`config.mk`:
```
export PLATFORM = sky130hd
export DESIGN_NAME = plh_ctrl
export DESIGN_NICKNAME = d
export VERILOG_FILES = /design/src/hdl/plh_pkg.sv /design/src/hdl/plh_fifo.sv /design/src/hdl/plh_ctrl.sv
export VERILOG_INCLUDE_DIRS = /design/src /design/src/hdl
export SDC_FILE = /design/constraint.sdc
export NUM_CORES = 1
export LEC_CHECK = 0
export BUFFER_PORTS_ARGS = -buffer_cell sky130_fd_sc_hd__buf_2
export CAP_MARGIN = 20
export CORE_AREA = 2 2 179 199
export DETAILED_ROUTE_END_ITERATION = 8
export DIE_AREA = 0 0 181 201
export GPL_ROUTABILITY_DRIVEN = 1
export GPL_TIMING_DRIVEN = 1
export PLACE_DENSITY = 0.59
export REMOVE_ABC_BUFFERS = 1
export SYNTH_ARGS = -nofsm -noshare
export SYNTH_HDL_FRONTEND = slang
export SYNTH_SLANG_ARGS = --single-unit
```
`constraint.sdc`:
```
create_clock -name clk_sys -period 3.3 [get_ports clk_sys]
set_input_delay 0.66 -clock clk_sys [delete_from_list [all_inputs] [get_ports clk_sys]]
set_output_delay 0.66 -clock clk_sys [all_outputs]
set_load 0.005 [all_outputs]
```
`src/hdl/plh_regs.svh`:
```
/*
  Constants for the link-side transmit handover and power-status control.
  Assumes inclusion by bare name from design files; definitions only.
*/
`ifndef PLH_REGS_SVH
`define PLH_REGS_SVH
// ----------------------------------------------------------------
// Control line codes
// ----------------------------------------------------------------
`define PLH_CODE_IDLE     2'h0
`define PLH_CODE_HOLD     2'h1
`define PLH_CODE_XMIT     2'h2
`define PLH_CODE_GRANT    2'h3
// ----------------------------------------------------------------
// Timing (clock 250 MHz, period 4 ns)
// ----------------------------------------------------------------
`define PLH_CLK_PERIOD_PS     4000
`define PLH_RESET_DETECT_NS   2600
`define PLH_DISABLE_DETECT_NS 26030
`define PLH_RESTORE_FAST_NS   60
`define PLH_RESTORE_SLOW_US   5300
// Least times round up
`define PLH_RESET_CYCLES   ((`PLH_RESET_DETECT_NS * 1000 + `PLH_CLK_PERIOD_PS - 1) / `PLH_CLK_PERIOD_PS)
`define PLH_DISABLE_CYCLES ((`PLH_DISABLE_DETECT_NS * 1000 + `PLH_CLK_PERIOD_PS - 1) / `PLH_CLK_PERIOD_PS)
// Longest time rounds down
`define PLH_FAST_CYCLES    ((`PLH_RESTORE_FAST_NS * 1000) / `PLH_CLK_PERIOD_PS)
// Cycles per microsecond first, so the product stays inside 32 bits
`define PLH_SLOW_CYCLES    (`PLH_RESTORE_SLOW_US * (1000000 / `PLH_CLK_PERIOD_PS))
`define PLH_HOLD_MAX       47
`endif

```
`src/hdl/plh_pkg.sv`:
```
/*
  Types for the transmit handover and power-status control block.
  Assumes plh_regs.svh supplies the numeric constants.
*/
package plh_pkg;
  typedef enum logic [5:0] {
    PLH_ST_OFF    = 6'h01,
    PLH_ST_IDLE   = 6'h02,
    PLH_ST_GRANT  = 6'h04,
    PLH_ST_GIDLE  = 6'h08,
    PLH_ST_LINK   = 6'h10,
    PLH_ST_REGAIN = 6'h20
  } plh_state_t;

  typedef struct packed {
    logic [1:0] code;
    logic [7:0] data;
  } plh_word_t;
endpackage : plh_pkg

```
`src/hdl/plh_fifo.sv`:
```
/*
  Synchronous FIFO with valid/ready on both sides.
  Assumes one clock and a synchronous active-low reset.
*/
`timescale 1ns/100ps
module plh_fifo #(
  parameter int WIDTH = 8,
  parameter int DEPTH = 32
) (
  input  wire logic             clk_sys,  // System clock
  input  wire logic             rst_n,    // Sync reset
  input  wire logic             in_valid, // Write request
  output logic                  in_ready, // Not full
  input  wire logic [WIDTH-1:0] in_data,  // Write word
  output logic                  out_valid,// Not empty
  input  wire logic             out_ready,// Read accept
  output logic      [WIDTH-1:0] out_data  // Head word
);
  localparam int AW = $clog2(DEPTH);
  logic [WIDTH-1:0] mem [DEPTH];
  logic [AW:0]      wr_reg;
  logic [AW:0]      rd_reg;
  logic             push;
  logic             pop;

  assign in_ready  = (wr_reg - rd_reg) != (AW+1)'(DEPTH);
  assign out_valid = wr_reg != rd_reg;
  assign push      = in_valid && in_ready;
  assign pop       = out_valid && out_ready;
  assign out_data  = mem[rd_reg[AW-1:0]];

  always_ff @(posedge clk_sys) begin
    if (!rst_n) begin
      wr_reg <= '0;
      rd_reg <= '0;
    end else begin
      if (push) wr_reg <= wr_reg + 1'b1;
      if (pop)  rd_reg <= rd_reg + 1'b1;
    end
  end

  always_ff @(posedge clk_sys) begin
    if (push) mem[wr_reg[AW-1:0]] <= in_data;
  end
endmodule : plh_fifo

```
`src/hdl/plh_ctrl.sv`:
```
/*
  Device-side handover of the parallel interface to the link for transmit,
  with interface reset and disable driven by link_power_status.
  Assumes the link keeps its own protocol duties; all pins arrive
  asynchronous and are synchronised here. The interface clock is made
  by a divide-by-two of clk_sys and gated off while disabled.
*/
// Operation
// - Device drives idle one clock after idle
// - One turnaround clock on direction change
// - Grant, one idle, then tri-state
// - Device drives idle after regaining interface
// - Not operational: drop requests, ignore line
// - Status while down discarded, not queued
// - Reset interface after 2.6 us low
// - Disable interface after 26.03 us low
// - Reset state: outputs zero, ignore requests
// - Clock restart 60 ns or 5.3 ms
// - Codes idle 0 hold 1 xmit 2 grant 3
// - Multispeed only when enable bit set
// - Disable: outputs as reset, stop clock
`timescale 1ns/100ps
`include "plh_regs.svh"
module plh_ctrl
  import plh_pkg::*;
#(
  parameter int DISABLE_CYCLES = `PLH_DISABLE_CYCLES,
  parameter int SLOW_CYCLES    = `PLH_SLOW_CYCLES,
  parameter int FIFO_DEPTH     = 32
) (
  input  wire logic       clk_sys,                  // 250 MHz clock
  input  wire logic       rst_n,                    // Sync reset, low
  input  wire logic       link_power_status,        // Pin, async
  input  wire logic       link_request_line,        // Pin, async
  input  wire logic [1:0] handshake_code_lines_i,   // Control pins in
  output logic      [1:0] handshake_code_lines_o,   // Control pins out
  output logic            handshake_code_lines_oe,  // Control drive
  input  wire logic [7:0] data_lines_i,             // Data pins in
  output logic      [7:0] data_lines_o,             // Data pins out
  output logic            data_lines_oe,            // Data drive
  output logic            interface_clock_out,      // Interface clock
  input  wire logic       multispeed_concat_enable, // Config bit
  input  wire logic       low_power,                // Slow restore
  input  wire logic       arb_won,                  // Serial bus won
  output logic            bus_request,              // Request to arbiter
  input  wire logic       status_pending,           // Status to send
  output logic            status_drop,              // Status discarded
  output logic            tx_valid,                 // Packet byte out
  input  wire logic       tx_ready,                 // Sink ready
  output logic      [7:0] tx_data,                  // Packet byte
  output logic            tx_concat,                // Concat requested
  output logic      [7:0] tx_speed,                 // Next speed code
  output logic            if_operational            // Interface up
);
  // ----------------------------------------------------------------
  // State
  // ----------------------------------------------------------------
  typedef struct packed {
    plh_state_t state;
    logic [2:0] lps_s;
    logic [1:0] req_s;
    logic [1:0] code_s1;
    logic [1:0] code_s2;
    logic [7:0] dat_s1;
    logic [7:0] dat_s2;
    logic [1:0] prev_code;
    logic [1:0] link_cyc;
    logic [23:0] low_cnt;
    logic [23:0] rst_cnt;
    logic       if_reset;
    logic       if_disabled;
    logic       clk_div;
    logic       req_pend;
    logic       concat;
    logic [7:0] speed;
    plh_word_t  out;
    logic       oe;
  } plh_regs_t;

  plh_regs_t r_reg;
  plh_regs_t r_next;
  logic      fifo_ready;
  logic      push;

  // Link data bytes in transmit are buffered toward the serial side
  assign push = (r_reg.state == PLH_ST_LINK) && (r_reg.code_s2 == `PLH_CODE_XMIT);

  plh_fifo #(.WIDTH(8), .DEPTH(FIFO_DEPTH)) u_fifo (
    .clk_sys   (clk_sys),
    .rst_n     (rst_n),
    .in_valid  (push),
    .in_ready  (fifo_ready),
    .in_data   (r_reg.dat_s2),
    .out_valid (tx_valid),
    .out_ready (tx_ready),
    .out_data  (tx_data)
  );

  // ----------------------------------------------------------------
  // Next state
  // ----------------------------------------------------------------
  always_comb begin
    logic lps_now;
    logic lps_rise;
    lps_now  = 1'b0;
    lps_rise = 1'b0;
    r_next = r_reg;
    r_next.lps_s   = {r_reg.lps_s[1:0], link_power_status};
    r_next.req_s   = {r_reg.req_s[0], link_request_line};
    r_next.code_s1 = handshake_code_lines_i;
    r_next.code_s2 = r_reg.code_s1;
    r_next.dat_s1  = data_lines_i;
    r_next.dat_s2  = r_reg.dat_s1;
    lps_now  = r_reg.lps_s[1];
    lps_rise = r_reg.lps_s[1] && !r_reg.lps_s[2];
    if (lps_now) r_next.low_cnt = '0;
    else if (r_reg.low_cnt != 24'hFFFFFF) r_next.low_cnt = r_reg.low_cnt + 24'h1;
    if (!lps_now && r_reg.low_cnt == 24'(`PLH_RESET_CYCLES)) r_next.if_reset = 1'b1;
    if (!lps_now && r_reg.low_cnt == 24'(DISABLE_CYCLES)) r_next.if_disabled = 1'b1;
    if (lps_rise && r_reg.if_reset) begin
      r_next.rst_cnt = (r_reg.if_disabled && low_power) ? 24'(SLOW_CYCLES) :
                       24'(`PLH_FAST_CYCLES);
    end else if (r_reg.if_reset && lps_now) begin
      if (r_reg.rst_cnt > 24'h1) r_next.rst_cnt = r_reg.rst_cnt - 24'h1;
      else begin
        r_next.if_reset    = 1'b0;
        r_next.if_disabled = 1'b0;
        r_next.rst_cnt     = '0;
      end
    end
    r_next.clk_div = r_reg.if_disabled ? 1'b0 : !r_reg.clk_div;
    r_next.prev_code = r_reg.code_s2;
    // Zero the pins on the very edge that reset is entered
    if (r_next.if_reset) begin
      r_next.state    = PLH_ST_OFF;
      r_next.req_pend = 1'b0;
      r_next.out = '0;
      r_next.oe  = 1'b1;
    end else begin
      if (r_reg.req_s[1]) r_next.req_pend = 1'b1;
      case (r_reg.state)
        PLH_ST_OFF: begin
          r_next.state = PLH_ST_IDLE;
          r_next.out   = '0;
          r_next.oe    = 1'b1;
        end
        PLH_ST_IDLE: begin
          r_next.out.code = `PLH_CODE_IDLE;
          r_next.out.data = '0;
          r_next.oe       = 1'b1;
          if (r_reg.req_pend && arb_won) begin
            r_next.state    = PLH_ST_GRANT;
            r_next.out.code = `PLH_CODE_GRANT;
            r_next.req_pend = 1'b0;
          end
        end
        PLH_ST_GRANT: begin
          r_next.state    = PLH_ST_GIDLE;
          r_next.out.code = `PLH_CODE_IDLE;
        end
        PLH_ST_GIDLE: begin
          r_next.state    = PLH_ST_LINK;
          r_next.oe       = 1'b0;
          r_next.out      = '0;
          r_next.link_cyc = '0;
        end
        PLH_ST_LINK: begin
          if (r_reg.code_s2 == `PLH_CODE_HOLD && r_reg.prev_code == `PLH_CODE_XMIT) begin
            r_next.concat = 1'b1;
            if (multispeed_concat_enable) r_next.speed = r_reg.dat_s2;
          end
          // Own handover idle and the link's optional idle must not count as release
          if (r_reg.link_cyc != 2'h3) r_next.link_cyc = r_reg.link_cyc + 2'h1;
          if (r_reg.link_cyc == 2'h3 && r_reg.code_s2 == `PLH_CODE_IDLE &&
              (r_reg.prev_code == `PLH_CODE_IDLE ||
               (r_reg.prev_code == `PLH_CODE_HOLD && r_reg.concat))) begin
            r_next.state = PLH_ST_REGAIN;
            r_next.oe    = 1'b1;
            r_next.out   = '0;
          end
        end
        PLH_ST_REGAIN: begin
          // At least one idle after regain
          r_next.state  = PLH_ST_IDLE;
          r_next.concat = 1'b0;
          if (r_reg.concat) r_next.req_pend = 1'b1;
        end
        default: begin
          r_next.state = PLH_ST_OFF;
        end
      endcase
    end
  end

  always_ff @(posedge clk_sys) begin
    if (!rst_n) begin
      r_reg <= '{state: PLH_ST_OFF, if_reset: 1'b1, if_disabled: 1'b1, default: '0};
    end else begin
      r_reg <= r_next;
    end
  end

  // ----------------------------------------------------------------
  // Outputs
  // ----------------------------------------------------------------
  assign handshake_code_lines_o  = r_reg.out.code;
  assign data_lines_o            = r_reg.out.data;
  assign handshake_code_lines_oe = r_reg.oe;
  assign data_lines_oe           = r_reg.oe;
  assign interface_clock_out     = r_reg.clk_div;
  assign bus_request             = r_reg.req_pend;
  assign status_drop             = r_reg.if_reset && status_pending;
  assign tx_concat               = r_reg.concat;
  assign tx_speed                = r_reg.speed;
  assign if_operational          = !r_reg.if_reset;
endmodule : plh_ctrl

```
==> results.ini <==
[status]
status = finished with violations
violations = setup timing

[global_route]
grt_usage_pct = 18.7
grt_pass1_wl_mm = 52.0
antenna_found_initial = 0
grt_pass1_vias = 8853
grt_max_degree = 65
gr-total-overflow = 0

[floorplanning]
core_area_um2 = 34600
die_x_um = 181
rows = 72
die_area_um2 = 36400
start_util_pct = 44.3
io_pins = 53
die_h_um = 201

[clock_network]
htreeDepth = 2
clkTransAtPathRegs_ns = 0.06
cts_buffer_depth = 3
root_buffer = clkbuf_16
cts_tree = built
numClockSinks = 371
numCtsBuffers = 39
cts_hold_buf = 0
worst_skew_pair.late_latency_ns = 0.53

[sta]
rsz0062_at_grt = yes
finClkSkew_ns = 0.0185
setup_viol = 7
slew_viol_final = 0
period_minus_slack_ns = 3.35
fin_ws_ns = -0.0460
hold_violations = 0
max_freq_ghz = 0.299
fin_crit_sh_pct = 101
slew_headroom_pct = 46.4
tightestPinTransition_ns = 0.803

[job]
maxCapViolCount = 0

[synthesis]
synthFlopType = edfxtp_1
synth_largest_area_cell = edfxtp_1
synth_area_um2 = 15300
syn_area_per_cell_um2 = 14.9
synth_area_leaders = edfxtp_1, dfxtp_1, mux4_2, and3_1, nor2_1
yosys_warnings = 0
synth-edff-count = 256
netlist_instances = 1031
ys_seq_area_share_pct = 65.2
synth_seq_cells = 371
yosys.cell_types.count = 62
synthArstFlopShare_pct = 0
synth_top_area_share_pct = 50.1

[place]
pre_cts_slack_ns = 0.445
hpwl_mm = 21.4
gp_congestion = 0.784
port_buffers = 44
dp_cells = 1521

[route]
avgRoutedWirePerCell_um = 21.0
vias = 8863
ant_nets = 0
postRouteWirelength_mm = 33.6
drt_iter0_drc = 500
firstDrtPassIters = 5
via_per_inst = 5.54
drc = 0

[setup_path]
critPathMaxStageDelay_ns = 0.50
startpoint_type = flip-flop
cpMaxStageDelayCell = mux4_2
cp_cell_sequence = buf_6, clkbuf_16, mux4_2, mux4_2, mux2_4, buf_6
worstSetupPathType = flip-flop to primary output
worstSetupEndpointType = primary output
worstPathArrival_ns = 2.69
crit_fanout = 8
reg2reg_from = u_fifo.wr_reg[4]
crit_required_ns = 2.64

[layout]
largest_reg_flops = 256
utilization_pct = 51.8
nets = 1161
final_cell_mix = edfxtp_1, dfxtp_1, mux4_2
layout_commonest_cell = edfxtp_1
drive_above_1_share_pct = 24.2
syn_to_final_growth_pct = 16.9
fin_cells = 1599
antennaDiodeCount = 0

[power_and_ir_drop]
powerDensity_nw_per_um2 = 538
p_total_mw = 9.64
worst_ir_drop_vdd_mv = 0.328
power.leakage_nw = 6.68

[min_path]
min_from = data_lines_i[4]
hold_class = input pin to flip-flop

[path summary, 6_finish.rpt]
| check | to | slack [ns] | cells past startpoint |
|---|---|---|---|
| setup / recovery | tx_data[7] | -0.05 | 6 |
| hold / removal | r_next[80] | 0.34 | 2 |
| setup reg to reg | u_fifo.mem[2][3] | 0.51 | 8 |
| hold reg to reg | interface_clock_out | 0.42 | 1 |
[logic make-up after synthesis]
family	Yosys count	synth area share [%]
flops	371	65.2
simple gates	316	11.4
mux	107	13.6
compound gates	102	4.11
buf+inv	86	2.58
xor+xnor	32	1.83
fa+ha+maj	16	1.31
other cells	1	0.0245
[through the flow]
| stage | TNS, ns | hold slack (ns) | area (um2) |
|---|---|---|---|
| after global routing | -0.713 | 0.332 | 17900 |
| final | -0.170 | 0.345 | 17900 |
| after CTS | -0.669 | 0.326 | 17900 |
| after global placement | 0 | 0.405 | 16300 |
| after floorplan | -11.72 | 0.412 | 15000 |
| after detailed placement | 0 | 0.409 | 16400 |
[critical path, delay by kind of cell (launching register included)]
| kind | cells | cell delay [ns] |
|---|---|---|
| flip-flops | 1 | 0.42 |
| buffers and inverters | 3 | 0.43 |
| multiplexers | 3 | 1.31 |
[power by group]
group	internal [mW]	switching [mW]	total, mW
logic	0.106	0.162	0.268
registers	4.98	0.0429	5.03
clock network	2.58	1.77	4.35
total	7.67	1.98	9.64
[area by class of cell]
type	count	area [um2]
Fill cell	2908	16700
Sequential cell	371	9990
Multi-Input combinational cell	581	5000
Clock buffer	47	1080
Timing Repair Buffer	114	1000
Tap cell	444	556
Clock inverter	23	216
Inverter	19	71.3
[synth_stat cells (16+ instances only)]
master / number
mux2i_1: 16
o21ai_0: 29
ha_1: 16
inv_1: 18
buf_4: 19
edfxtp_1: 256
and2_1: 32
mux4_2: 80
and3_1: 37
xor2_1: 16
nor4_1: 18
nand3_1: 20
dfxtp_1: 115
nand2_1: 53
a21oi_1: 30
nor2_1: 56
xnor2_1: 16
clkbuf_1: 37
nor3_1: 18
[repair_timing]
| action | 4_1_cts | 5_1_grt |
|---|---|---|
| endpoints found under the setup margin | 8 | 8 |
| cloned | 3 | 2 |
| endpoints found under the hold margin | 0 | 0 |
| gates resized for setup | 10 | 6 |
| buffers inserted | 5 | 0 |
[layer usage]
| layer | GRT usage (%) | part of all wire (%) |
|---|---|---|
| met5 | 0 | 0 |
| met4 | 4.94 | 2.2 |
| met3 | 2.65 | 4.3 |
| met2 | 32.2 | 50 |
| met1 | 24.9 | 43 |
(Power assumes the default switching activity.)
